**src/hw/lcd_segment_pkg.sv**
```systemverilog
// shared constants, types and field layout of the segment lcd driver
// Function
// [RULE1] drive waveforms continuously while frame clock runs
// [RULE2] software blanks display while switching frame clock
// [RULE3] two-frame alternating polarity, bias and duty configured
// [RULE4] mode stopped or reset: all outputs low; stop forces only o_drive low, pin and bias selects keep their register bits
// [RULE5] software stops display before halting frame clock
// [RULE6] three modes: half/half, third/third, third/quarter
// [RULE7] half duty uses commons zero and one
// [RULE8] third duty uses commons zero to two
// [RULE9] quarter duty scans all four commons
// [RULE10] set bit gives maximum difference to common
// [RULE11] display memory at 0x64, undefined after reset
// [RULE12] control register at 0x79, resets to 0x10
// [RULE13] pin select register at 0x7A, resets zero
// [RULE14] 5 MHz main clock, select 11 gives 76 Hz
// [RULE15] memory scanned automatically in step with common
// [RULE16] bit one selects cell, zero deselects
// [RULE17] 42 segments by four bits in 21 bytes
// [RULE18] two-bit select picks one of four frame lengths
// [RULE19] phase counter wraps at duty, polarity flips per frame
// [RULE20] blank drives all segments at deselect level
package lcd_segment_pkg;

   // ------------------------------------------------------------------
   // clocking
   // ------------------------------------------------------------------
   localparam int unsigned REF_CLK_HZ       = 100_000_000;
   localparam int unsigned MAIN_CLK_HZ      = 5_000_000;
   localparam int unsigned MAIN_TICK_CYCLES = REF_CLK_HZ / MAIN_CLK_HZ;
   localparam int unsigned FRAME_HZ_SEL3    = 76;
   // log2 of main-clock periods in one common slot for select 00
   localparam int unsigned SLOT_LOG2_BASE   = 11;

   // ------------------------------------------------------------------
   // geometry and register map
   // ------------------------------------------------------------------
   localparam int unsigned NUM_COM   = 4;
   localparam int unsigned NUM_SEG   = 42;
   localparam int unsigned MEM_BYTES = 21;
   localparam int unsigned MEM_AW    = 5;

   localparam logic [7:0] ADDR_MEM_FIRST = 8'h64;
   localparam logic [7:0] ADDR_MEM_LAST  = 8'h78;
   localparam logic [7:0] ADDR_CTL       = 8'h79;
   localparam logic [7:0] ADDR_SEG_SEL   = 8'h7A;

   localparam int unsigned CTL_FP_LSB    = 0;
   localparam int unsigned CTL_MODE_LSB  = 2;
   localparam int unsigned CTL_BLANK_BIT = 4;
   localparam int unsigned CTL_BIAS_BIT  = 5;
   localparam logic [7:0]  CTL_RESET     = 8'h10;
   localparam logic [7:0]  SEG_SEL_RESET = 8'h00;
   localparam logic [7:0]  USED_MASK     = 8'h7F;

   // ------------------------------------------------------------------
   // types
   // ------------------------------------------------------------------
   typedef enum logic [1:0] {
      MODE_STOP    = 2'b00,
      MODE_HALF    = 2'b01,
      MODE_THIRD   = 2'b10,
      MODE_QUARTER = 2'b11
   } mode_t;

   // drive level codes, in thirds of the lcd supply; half bias uses 1 as midpoint
   localparam logic [1:0] LVL_GND = 2'h0;
   localparam logic [1:0] LVL_1   = 2'h1;
   localparam logic [1:0] LVL_2   = 2'h2;
   localparam logic [1:0] LVL_TOP = 2'h3;

   typedef struct packed {
      logic [NUM_COM-1:0][1:0] com;
      logic [NUM_SEG-1:0][1:0] seg;
   } lcd_drive_t;

endpackage

```
**src/hw/lcd_display_mem.sv**
```systemverilog
// display memory with a processor port and a scan read port
`timescale 1ns/100ps
module lcd_display_mem #(
   parameter int unsigned BYTES = 21,
   parameter int unsigned AW    = 5
) (
   input  wire logic          i_ref_clk,
   input  wire logic          i_reset_n,
   input  wire logic          i_cpu_rd,
   input  wire logic          i_cpu_we,
   input  wire logic          i_cpu_sel,
   input  wire logic [AW-1:0] i_cpu_addr,
   input  wire logic [7:0]    i_cpu_wdata,
   input  wire logic [7:0]    i_cpu_alt,
   output logic      [7:0]    o_cpu_rdata,
   input  wire logic [AW-1:0] i_scan_addr,
   output logic      [7:0]    o_scan_rdata
);

   logic [7:0] mem [BYTES];

   // contents are not reset
   always_ff @(posedge i_ref_clk) begin
      if (i_cpu_we && i_cpu_sel) begin
         mem[i_cpu_addr] <= i_cpu_wdata; // RULE11
      end
   end

   // read data live only in the cycle after a read
   always_ff @(posedge i_ref_clk or negedge i_reset_n) begin
      if (!i_reset_n) begin
         o_cpu_rdata <= 8'h00;
      end else if (i_cpu_rd) begin
         o_cpu_rdata <= i_cpu_sel ? mem[i_cpu_addr] : i_cpu_alt; // RULE11
      end else begin
         o_cpu_rdata <= 8'h00;
      end
   end

   always_ff @(posedge i_ref_clk or negedge i_reset_n) begin
      if (!i_reset_n) begin
         o_scan_rdata <= 8'h00;
      end else begin
         o_scan_rdata <= mem[i_scan_addr]; // RULE15
      end
   end

endmodule

```
**src/hw/lcd_segment_common_driver.sv**
```systemverilog
// segment lcd controller: registers, frame timing, memory scan and drive levels
`timescale 1ns/100ps
module lcd_segment_common_driver #(
   parameter int unsigned SLOT_LOG2_BASE = lcd_segment_pkg::SLOT_LOG2_BASE
) (
   input  wire logic                        i_ref_clk,
   input  wire logic                        i_reset_n,
   input  wire logic [7:0]                  i_addr,
   input  wire logic [7:0]                  i_wdata,
   input  wire logic                        i_wr,
   input  wire logic                        i_rd,
   output logic      [7:0]                  o_rdata,
   input  wire logic                        i_main_clk_run,
   output lcd_segment_pkg::lcd_drive_t      o_drive,
   output logic      [6:0]                  o_seg_pin_select,
   output logic                             o_bias_divider_select
);

   // ------------------------------------------------------------------
   // local constants and helpers
   // ------------------------------------------------------------------
   localparam int unsigned TICK_W = $clog2(lcd_segment_pkg::MAIN_TICK_CYCLES);
   localparam logic [TICK_W-1:0] TICK_LAST =
      TICK_W'(lcd_segment_pkg::MAIN_TICK_CYCLES - 1);
   localparam int unsigned SLOT_W = SLOT_LOG2_BASE + 4;
   localparam logic [4:0] SCAN_LAST = 5'(lcd_segment_pkg::MEM_BYTES - 1);

   // last common index of each mode
   function automatic logic [1:0] duty_last(input lcd_segment_pkg::mode_t m);
      case (m)
         lcd_segment_pkg::MODE_HALF:    duty_last = 2'h1; // RULE7
         lcd_segment_pkg::MODE_THIRD:   duty_last = 2'h2; // RULE8
         lcd_segment_pkg::MODE_QUARTER: duty_last = 2'h3; // RULE9
         default:                       duty_last = 2'h0;
      endcase
   endfunction

   // main-clock periods per common slot minus one; select 11 in quarter
   // duty gives 2^16 periods per frame, about 76 Hz from 5 MHz
   function automatic logic [SLOT_W-1:0] slot_last(input logic [1:0] fp);
      slot_last = SLOT_W'((32'd1 << (SLOT_LOG2_BASE + 32'(fp))) - 32'd1); // RULE14 RULE18
   endfunction

   function automatic logic [1:0] seg_off_level(input logic pol, input logic half);
      seg_off_level = half ? lcd_segment_pkg::LVL_1 :
                      (pol ? lcd_segment_pkg::LVL_1 : lcd_segment_pkg::LVL_2);
   endfunction

   function automatic logic [1:0] seg_on_level(input logic pol);
      seg_on_level = pol ? lcd_segment_pkg::LVL_TOP : lcd_segment_pkg::LVL_GND;
   endfunction

   function automatic logic [1:0] com_sel_level(input logic pol);
      com_sel_level = pol ? lcd_segment_pkg::LVL_GND : lcd_segment_pkg::LVL_TOP;
   endfunction

   // ------------------------------------------------------------------
   // registers
   // ------------------------------------------------------------------
   logic [7:0] ctl_reg;
   logic [7:0] seg_sel_reg;

   lcd_segment_pkg::mode_t mode;
   logic [1:0]             fp_sel;
   logic                   blank;
   logic                   running;
   logic                   half_bias;

   assign mode      = lcd_segment_pkg::mode_t'(ctl_reg[lcd_segment_pkg::CTL_MODE_LSB +: 2]);
   assign fp_sel    = ctl_reg[lcd_segment_pkg::CTL_FP_LSB +: 2];
   assign blank     = ctl_reg[lcd_segment_pkg::CTL_BLANK_BIT];
   assign running   = (mode != lcd_segment_pkg::MODE_STOP);
   assign half_bias = (mode == lcd_segment_pkg::MODE_HALF); // RULE6

   always_ff @(posedge i_ref_clk or negedge i_reset_n) begin
      if (!i_reset_n) begin
         ctl_reg     <= lcd_segment_pkg::CTL_RESET; // RULE12
         seg_sel_reg <= lcd_segment_pkg::SEG_SEL_RESET; // RULE13
      end else if (i_wr) begin
         if (i_addr == lcd_segment_pkg::ADDR_CTL) begin
            ctl_reg <= i_wdata & lcd_segment_pkg::USED_MASK; // RULE12
         end
         if (i_addr == lcd_segment_pkg::ADDR_SEG_SEL) begin
            seg_sel_reg <= i_wdata & lcd_segment_pkg::USED_MASK; // RULE13
         end
      end
   end

   assign o_seg_pin_select      = seg_sel_reg[6:0];
   assign o_bias_divider_select = ctl_reg[lcd_segment_pkg::CTL_BIAS_BIT];

   // ------------------------------------------------------------------
   // bus decode and display memory
   // ------------------------------------------------------------------
   logic       mem_hit;
   logic [4:0] mem_index;
   logic [7:0] alt_rdata;
   logic [4:0] scan_addr_reg;
   logic [7:0] scan_byte;

   assign mem_hit   = (i_addr >= lcd_segment_pkg::ADDR_MEM_FIRST) &&
                      (i_addr <= lcd_segment_pkg::ADDR_MEM_LAST);
   assign mem_index = 5'(i_addr - lcd_segment_pkg::ADDR_MEM_FIRST);
   assign alt_rdata = (i_addr == lcd_segment_pkg::ADDR_CTL)     ? ctl_reg :
                      (i_addr == lcd_segment_pkg::ADDR_SEG_SEL) ? seg_sel_reg : 8'h00;

   lcd_display_mem #(
      .BYTES (lcd_segment_pkg::MEM_BYTES),
      .AW    (lcd_segment_pkg::MEM_AW)
   ) u_mem (
      .i_ref_clk    (i_ref_clk),
      .i_reset_n    (i_reset_n),
      .i_cpu_rd     (i_rd),
      .i_cpu_we     (i_wr),
      .i_cpu_sel    (mem_hit),
      .i_cpu_addr   (mem_index),
      .i_cpu_wdata  (i_wdata),
      .i_cpu_alt    (alt_rdata),
      .o_cpu_rdata  (o_rdata),
      .i_scan_addr  (scan_addr_reg),
      .o_scan_rdata (scan_byte)
   );

   // ------------------------------------------------------------------
   // frame timing
   // ------------------------------------------------------------------
   logic [TICK_W-1:0] tick_cnt_reg;
   logic [SLOT_W-1:0] slot_cnt_reg;
   logic [1:0]        com_idx_reg;
   logic              polarity_reg;
   logic              main_tick;
   logic              slot_end;

   // a stopped main clock freezes tick, slot, common and polarity; the memory scan keeps running
   assign main_tick = running && i_main_clk_run && (tick_cnt_reg == TICK_LAST); // RULE1
   assign slot_end  = main_tick && (slot_cnt_reg >= slot_last(fp_sel));

   always_ff @(posedge i_ref_clk or negedge i_reset_n) begin
      if (!i_reset_n) begin
         tick_cnt_reg <= '0;
      end else if (!running) begin
         tick_cnt_reg <= '0;
      end else if (i_main_clk_run) begin
         tick_cnt_reg <= (tick_cnt_reg == TICK_LAST) ? '0 : tick_cnt_reg + 1'b1;
      end
   end

   always_ff @(posedge i_ref_clk or negedge i_reset_n) begin
      if (!i_reset_n) begin
         slot_cnt_reg <= '0;
      end else if (!running) begin
         slot_cnt_reg <= '0;
      end else if (main_tick) begin
         slot_cnt_reg <= slot_end ? '0 : slot_cnt_reg + 1'b1; // RULE18
      end
   end

   always_ff @(posedge i_ref_clk or negedge i_reset_n) begin
      if (!i_reset_n) begin
         com_idx_reg  <= 2'h0;
         polarity_reg <= 1'b0;
      end else if (!running) begin
         com_idx_reg  <= 2'h0;
         polarity_reg <= 1'b0;
      end else if (slot_end) begin
         if (com_idx_reg >= duty_last(mode)) begin
            com_idx_reg  <= 2'h0; // RULE19
            polarity_reg <= ~polarity_reg; // RULE3
         end else begin
            com_idx_reg <= com_idx_reg + 2'h1; // RULE19
         end
      end
   end

   // ------------------------------------------------------------------
   // memory scan: one pass of 21 reads per update of the segment image
   // ------------------------------------------------------------------
   logic [1:0]                              scan_com_reg;
   logic                                    scan_pol_reg;
   logic                                    scan_valid_reg;
   logic [4:0]                              scan_addr_q_reg;
   logic [lcd_segment_pkg::NUM_SEG-1:0]     shadow_reg;
   logic [lcd_segment_pkg::NUM_SEG-1:0]     shadow_next;
   logic [lcd_segment_pkg::NUM_SEG-1:0]     disp_seg_reg;
   logic [1:0]                              disp_com_reg;
   logic                                    disp_pol_reg;
   logic                                    disp_valid_reg;

   always_comb begin
      shadow_next = shadow_reg;
      if (scan_valid_reg) begin
         shadow_next[{scan_addr_q_reg, 1'b0}] = scan_byte[{1'b0, scan_com_reg}]; // RULE17
         shadow_next[{scan_addr_q_reg, 1'b1}] = scan_byte[{1'b1, scan_com_reg}]; // RULE17
      end
   end

   always_ff @(posedge i_ref_clk or negedge i_reset_n) begin
      if (!i_reset_n) begin
         scan_addr_reg   <= 5'h00;
         scan_addr_q_reg <= 5'h00;
         scan_valid_reg  <= 1'b0;
         scan_com_reg    <= 2'h0;
         scan_pol_reg    <= 1'b0;
      end else if (!running) begin
         scan_addr_reg   <= 5'h00;
         scan_addr_q_reg <= 5'h00;
         scan_valid_reg  <= 1'b0;
         scan_com_reg    <= 2'h0;
         scan_pol_reg    <= 1'b0;
      end else begin
         // a new common phase restarts the pass so the image follows it at a fixed lag
         scan_addr_reg   <= (slot_end || scan_addr_reg == SCAN_LAST) ? 5'h00 :
                            scan_addr_reg + 5'h01; // RULE15
         scan_addr_q_reg <= scan_addr_reg;
         scan_valid_reg  <= 1'b1;
         if (scan_addr_reg == 5'h00) begin
            scan_com_reg <= com_idx_reg; // RULE15
            scan_pol_reg <= polarity_reg;
         end
      end
   end

   always_ff @(posedge i_ref_clk or negedge i_reset_n) begin
      if (!i_reset_n) begin
         shadow_reg     <= '0;
         disp_seg_reg   <= '0;
         disp_com_reg   <= 2'h0;
         disp_pol_reg   <= 1'b0;
         disp_valid_reg <= 1'b0;
      end else if (!running) begin
         disp_valid_reg <= 1'b0;
      end else begin
         shadow_reg <= shadow_next;
         if (scan_valid_reg && (scan_addr_q_reg == SCAN_LAST)) begin
            disp_seg_reg   <= shadow_next;
            disp_com_reg   <= scan_com_reg;
            disp_pol_reg   <= scan_pol_reg;
            disp_valid_reg <= 1'b1;
         end
      end
   end

   // ------------------------------------------------------------------
   // drive levels
   // ------------------------------------------------------------------
   always_ff @(posedge i_ref_clk or negedge i_reset_n) begin
      if (!i_reset_n) begin
         o_drive <= '0; // RULE4
      end else if (!running || !disp_valid_reg) begin
         o_drive <= '0; // RULE4
      end else begin
         for (int c = 0; c < lcd_segment_pkg::NUM_COM; c++) begin
            if (2'(c) > duty_last(mode)) begin
               o_drive.com[c] <= lcd_segment_pkg::LVL_GND; // RULE7 RULE8
            end else if (2'(c) == disp_com_reg) begin
               o_drive.com[c] <= com_sel_level(disp_pol_reg); // RULE3 RULE9
            end else begin
               o_drive.com[c] <= seg_off_level(~disp_pol_reg, half_bias); // RULE3
            end
         end
         for (int s = 0; s < lcd_segment_pkg::NUM_SEG; s++) begin
            if (blank || !disp_seg_reg[s]) begin
               o_drive.seg[s] <= seg_off_level(disp_pol_reg, half_bias); // RULE16 RULE20
            end else begin
               o_drive.seg[s] <= seg_on_level(disp_pol_reg); // RULE10 RULE16
            end
         end
      end
   end
endmodule

```
**config.mk**
```make
export PLATFORM = sky130hd
export DESIGN_NAME = lcd_segment_common_driver
export DESIGN_NICKNAME = d
export VERILOG_FILES = /design/src/hw/lcd_segment_pkg.sv /design/src/hw/lcd_display_mem.sv /design/src/hw/lcd_segment_common_driver.sv
export SDC_FILE = /design/constraint.sdc
export NUM_CORES = 1
export LEC_CHECK = 0
export ABC_CLOCK_PERIOD_IN_PS = 2550
export BUFFER_PORTS_ARGS = -buffer_cell sky130_fd_sc_hd__buf_2
export CELL_PAD_IN_SITES_DETAIL_PLACEMENT = 1
export CELL_PAD_IN_SITES_GLOBAL_PLACEMENT = 1
export CORE_MARGIN = 3
export CORE_UTILIZATION = 45
export CTS_BUF_LIST = sky130_fd_sc_hd__clkbuf_16
export DETAILED_ROUTE_END_ITERATION = 8
export PLACE_DENSITY = 0.78
export SYNTH_ARGS = -nofsm -noshare
export SYNTH_HDL_FRONTEND = slang
export SYNTH_HIERARCHICAL = 1
export SYNTH_SLANG_ARGS = --single-unit
```
**constraint.sdc**
```tcl
create_clock -name i_ref_clk -period 2.55 [get_ports i_ref_clk]
set_clock_uncertainty 0.2 [all_clocks]
set_input_delay 0.51 -clock i_ref_clk [delete_from_list [all_inputs] [get_ports i_ref_clk]]
set_output_delay 0.51 -clock i_ref_clk [all_outputs]
set_load 0.02 [all_outputs]
```
### Word level (Yosys, flattened, before mapping)

Memories as Yosys holds them, arrays and structs flattened. A register that Yosys moved wholly into a read port is not among the register bits.
Cells that the tools add are included.

* word-level logic and storage cells: 308
* bits in writable memories: 168
* memories: 1
* bits in registers: 239
* output and inout bits: 108
* bits of input ports: 21

Memory list
* u_mem.mem: words 21, width 8, rd ports 2, clocked after Yosys merged registers in 1, wr ports 1, line lcd_display_mem.sv:20 `logic [7:0] mem [BYTES];`

* equal/unequal tests: 17
* order comparisons: 14
* reduce and logical (&&, ||, !) cells: 104
* bitwise gates (word level): 1
* shift-type cells: 1
* add/sub/neg operators: 7
* muxes and demuxes: 100

Operators by type and width (count)
* two-way mux 2 bit: 64
* two-way mux 92 bit: 1
* bitwise mux 42 bit: 2
* zero test 1 bit: 45
* two-way mux 15 bit: 3
* logical OR 1 bit: 44
* two-way mux 42 bit: 1
* two-way mux 5 bit: 6
* equality test 8 x 7 -> 1 bit, second input constant: 2
* two-way mux 8 bit: 2
* adder 15 x 1 -> 15 bit, second input constant: 1
* equality test 5 bit, second input constant: 3
* greater-or-equal comparator 15 bit: 1
* << shifter 1 x 5 -> 15 bit, first input constant: 1
* subtractor 15 x 1 -> 15 bit, second input constant: 1
* < comparator 6 x 7 -> 1 bit, second input constant: 2
* two-way mux 1 bit: 14
* two-way mux 7 bit: 2
* greater-or-equal comparator 6 x 1 -> 1 bit, second input constant: 2
* adder 5 x 1 -> 5 bit, second input constant: 2
* demux 1 bit (select 5 bit): 2
* != test 2 x 1 -> 1 bit, second input constant: 5
* greater-or-equal comparator 8 x 7 -> 1 bit, second input constant: 1
* <= comparator 8 x 7 -> 1 bit, second input constant: 1
* other kinds (21): 36

### Logic depth before layout (Yosys ltp)

* word-level depth: 11
* mapped depth: 12
* mapped depth without buffers: 10

### By module

The synthesis kept the hierarchy.

By module, submodules not included
* lcd_segment_common_driver: sequential area each 5731.7 µm², cells an instance 911, area an instance 10095.9 µm², instances 1
* lcd_display_mem: sequential area each 5445.2 µm², cells an instance 491, area an instance 8528.2 µm², instances 1

### Worst setup path after synthesis

No wires, ideal clock.

* path kind: input to register
* from: input port i_addr[2]
* to: memory u_mem.mem[16][0] (enable)
* stages: 11
* data arrival time: 2.632 ns
* path slack: -0.652 ns
* path buffers: 2
* library setup time: 0.370 ns
* path through: inv_1 -> ha_1 -> nand2_1 -> or3_1 -> clkbuf_1 -> nor3_1 -> o22a_1 -> nand2_1 -> or3_1 -> clkbuf_1 -> nor2_1

* longest elaborated chain between the ends: 5
* elaborated cells on any way between the ends: 7
* those cells by class: add/sub: 1; order compare: 2; mux: 2; reduce/logical: 2

Ends and longest elaborated chain
* from (decl): line lcd_segment_common_driver.sv:8 `input wire logic [7:0] i_addr,`
* greater-or-equal comparator 8 x 7 -> 1 bit / <= comparator 8 x 7 -> 1 bit (equally long branches): line lcd_segment_common_driver.sv:101, lcd_segment_common_driver.sv:102
* logical AND 1 bit (*): line lcd_segment_common_driver.sv:101 `assign mem_hit = (i_addr >= lcd_segment_pkg::ADDR_MEM_FIRST) &&`
* named net mem_hit: line lcd_segment_common_driver.sv:95 `logic mem_hit;`
* logical AND 1 bit (*): line lcd_display_mem.sv:24 `if (i_cpu_we && i_cpu_sel) begin`
* two-way mux 1 bit (*): line lcd_display_mem.sv:24
* two-way mux 1 bit (not written as such) (*): line lcd_display_mem.sv:25 `mem[i_cpu_addr] <= i_cpu_wdata;`
* to (decl): line lcd_display_mem.sv:20

Mark *: on every way through the listed nets, which the timed path passes. The rest lies on a longest branch.

==> metrics.md <==
| Metric | Value |
|---|---|
| Netlist Area Pre-Place | ~19000 um2 |
| Internal power | about 11 mW |
| Fmax | around 410 MHz |
| Clock Path Buffers | 3 |
| I/O Pins | about 130 |
| H-tree levels | 2 |
| # rows | between 70 and 80 |
| Netlist cell types | 70 |
| Total GRT Usage | 0.237 |
| Hold depth | 3 |
| Post-synth EDFFs | approximately 170 |
| Largest net degree at the start of global routing | between 80 and 90 |
| Post-synthesis average cell area | 13.3 um2 |
| Tcrit/Tclk final | 0.948 |
| Sw frac | 0.233 |
| Top cell type by total area after synthesis | dfrtp_1 |
| Number of I/O port buffers | about 130 |
| Clock root cell | clkbuf_16 |
| Area share of the largest cell type after synthesis | 0.328 |
| Hold Path Class | in2reg |
| Placed cell area | about 20000 um2 |
| M3 GR Usage | 0.0362 |
| Power, Total | around 14 mW |
| Final instance area | 21900 um2 |
| Met1 Usage GRT | 0.309 |
| GRT Max-Usage Layer | met2 |
| Min-Delay Endpoint | u_mem/o_cpu_rdata[7]$_DFF_PN0_ |
| Initial DRC Count | about 1000 |
| Final count of negative-setup-slack endpoints | 0 |
| Die Height | 209 um |
| Nets@finish | between 1500 and 2000 |
| Slew headroom | 0.516 |
| Outcome | finished clean |
| Worst EP arrival | 2660 ps |
| Start of the worst register-to-register path | scan_addr_reg[0]$_DFF_PN0_ |
| Via count | between 10000 and 15000 |
| Drt pass-1 iters | 7 |
| CTS buffer count | 45 |
| Core Util, Final | 0.544 |
| Type of origin of the critical path | register |
| Die Area | about 44000 um2 |
| Area added between synthesis and finish | 17.7% |
| Final antenna-violating net count | 0 |
| Initial core utilization | 0.462 |
| WS Path Type | reg2reg |
| Skew-Pair Late Insertion Delay | slightly below 600 ps |
| Crit end category | register |
| R2R depth | 5 |
| Synth Register Bits | approximately 410 |
| Gate power share | 0.069 |
| Post-synth top flop | dfrtp_1 |
| Vias in the first global route | approximately 13000 |
| Pwr/cell area | 654 nW/um2 |
| Flop pwr share | 0.489 |
| P_leak | 9.23 nW |
| Setup TNS | 0 ps |
| Worst-Margin Slew | about 730 ps |
| Psw | 3.34 mW |
| CTS tree | done |
| Syn Inst Count | 1402 |
| Final WL | ~53000 um |
| Drt drc | 0 |
| Clock share of power | 0.442 |
| MaxCap Viol Count | 0 |
| Async S/R FF share, synth | 0.593 |
| Synth area leaders | dfrtp_1 33%, edfxtp_1 27%, mux4_2 7.0% |
| Final WS setup | approximately 130 ps |
| Die width | ~210 um |
| RR Endpoint | u_mem/o_scan_rdata[5]$_DFF_PN0_ |
| Final Hold Fails | 0 |
| DR WL/cell | between 20 and 25 um |
| Max FFs per register | roughly 170 |
| Routed vias/inst | about 6 |
| Final Slew Violations | 0 |
| Remaining Overflow, GRT | 0 |
| Core area | ~40000 um2 |
| Worst VDD drop | about 0.76 mV |
| R2R Setup Slk | between 100 and 150 ps |
| Commonest non-fill, non-tap cell in the layout | dfrtp_1 |
| Final Wtd Congestion | around 0.95 |
| Post-Place Setup Slack | -441 ps |
| Worst Path Required | ~2800 ps |
| Initial antenna violation count | 2 |
| Hold Startpoint | i_rd |
| Yosys warning total | 6 |
| Postcts setup bufs | 0 |
| RSZ-0062 raised after global routing | false |
| Clk slew on worst S/H paths | 60 ps |
| GR Layer Usage met2 | 0.406 |
| Fraction of layout instances using a drive strength above 1 | 0.292 |
| TritonCTS Sinks | just over 400 |
| Commonest cells after routing, fill and taps aside | 243 x dfrtp_1, 168 x edfxtp_1, 126 x buf_2 |
| Crit path from | scan_addr_reg[0]$_DFF_PN0_ |
| Hpwl dp | ~36000 um |
| Period minus WS final | between 2000 and 2500 ps |
| Filler cells | approximately 4000 |
| First-pass GRT wire length | between 80000 and 90000 um |
| Worst-path fanout max | 21 |
| Post-synthesis sequential area ratio | 0.600 |
[cells in the mapped netlist, types with 5 or more instances]
cell      count
buf_2        22
a221o_1       8
nor2b_1      16
nand2b_1     48
xor2_1        5
ha_1         15
nor3_1       23
clkbuf_1     63
nor2_1       79
mux2_2       78
a21o_1        6
buf_1         6
a41oi_1      10
a22oi_1      27
a31oi_1       7
and2_1        9
mux4_2       58
inv_1        19
or3_1         5
buf_6         6
nand2_1     123
a21oi_1      61
nand3_1      30
a221oi_1     47
edfxtp_1    168
dfrtp_1     244
nand4_1       8
o21ai_0      44
mux2i_1     102
[logic make-up (layout without fill, tap and decap cells)]
group	count (synthesis)	count (layout)	synth area share
xor+xnor	6	6	0.00282
mux	238	238	0.172
simple gates	376	376	0.101
compound gates	233	233	0.0855
flops	413	413	0.600
buf+inv	119	318	0.0285
fa+ha+maj	15	15	0.0101
other cells	2	5	0.000403
[routing by layer]
metal | up-vias | share of wire
met5 | - | 0
met4 | 0 | 0.031
met3 | 92 | 0.050
met2 | 362 | 0.51
met1 | 6547 | 0.41
li1 | 5572 | -
[layout make-up]
class	count	area (um2)	share of cell area
clock inverter	38	304	0.0139
timing repair buffer	215	1440	0.0658
inverter	20	78.8	0.00360
clock buffer	45	1130	0.0514
sequential	413	11200	0.510
tap	525	657	0.0300
antenna	1	2.50	0.000114
multi-input combinational	872	7130	0.325
[power groups by stage]
stage	sequential (mW)	combinational, mW	clock, mW
global placement	7.14	0.952	0
finish	7.02	0.984	6.34
CTS	7.01	0.983	6.47
global route	7.02	1.06	6.73
detailed placement	7.14	0.976	0
floorplan	7.14	0.524	0
[worst max-delay path, stage by stage (launching register included)]
cell and delay [ps]:
dfrtp_2 490, buf_12 240, mux4_2 560, mux2i_1 330, nor3_1 90, a221o_1 330
[how the worst max path moves through the flow]
stage,end,slack (ps),cells after the start
5_1_grt,u_mem/mem[16][5]$_DFFE_PP_,20,11
3_5_place_dp,u_mem/mem[2][6]$_DFFE_PP_,-440,12
6_report,u_mem/o_scan_rdata[5]$_DFF_PN0_,130,5
4_1_cts,u_mem/mem[2][1]$_DFFE_PP_,130,12
3_3_place_gp,u_mem/mem[2][3]$_DFFE_PP_,-360,12
2_1_floorplan,u_mem/mem[11][0]$_DFFE_PP_,-440,10
[timing repair]
item                                   in CTS  in global routing
hold buffers                                1                  0
endpoints found under the hold margin      55                  0
setup endpoints to repair                   0                 28
resized for setup                           0                  9
[metrics by stage]
stage | cells | hold slack (ps)
floorplan | 1404 | 14.4
global placement | 2044 | 248
detailed placement | 2044 | 257
CTS | 2128 | 22.6
global route | 2129 | 53.0
finish | 2129 | 43.4
Power figures use the tool's default switching activity.
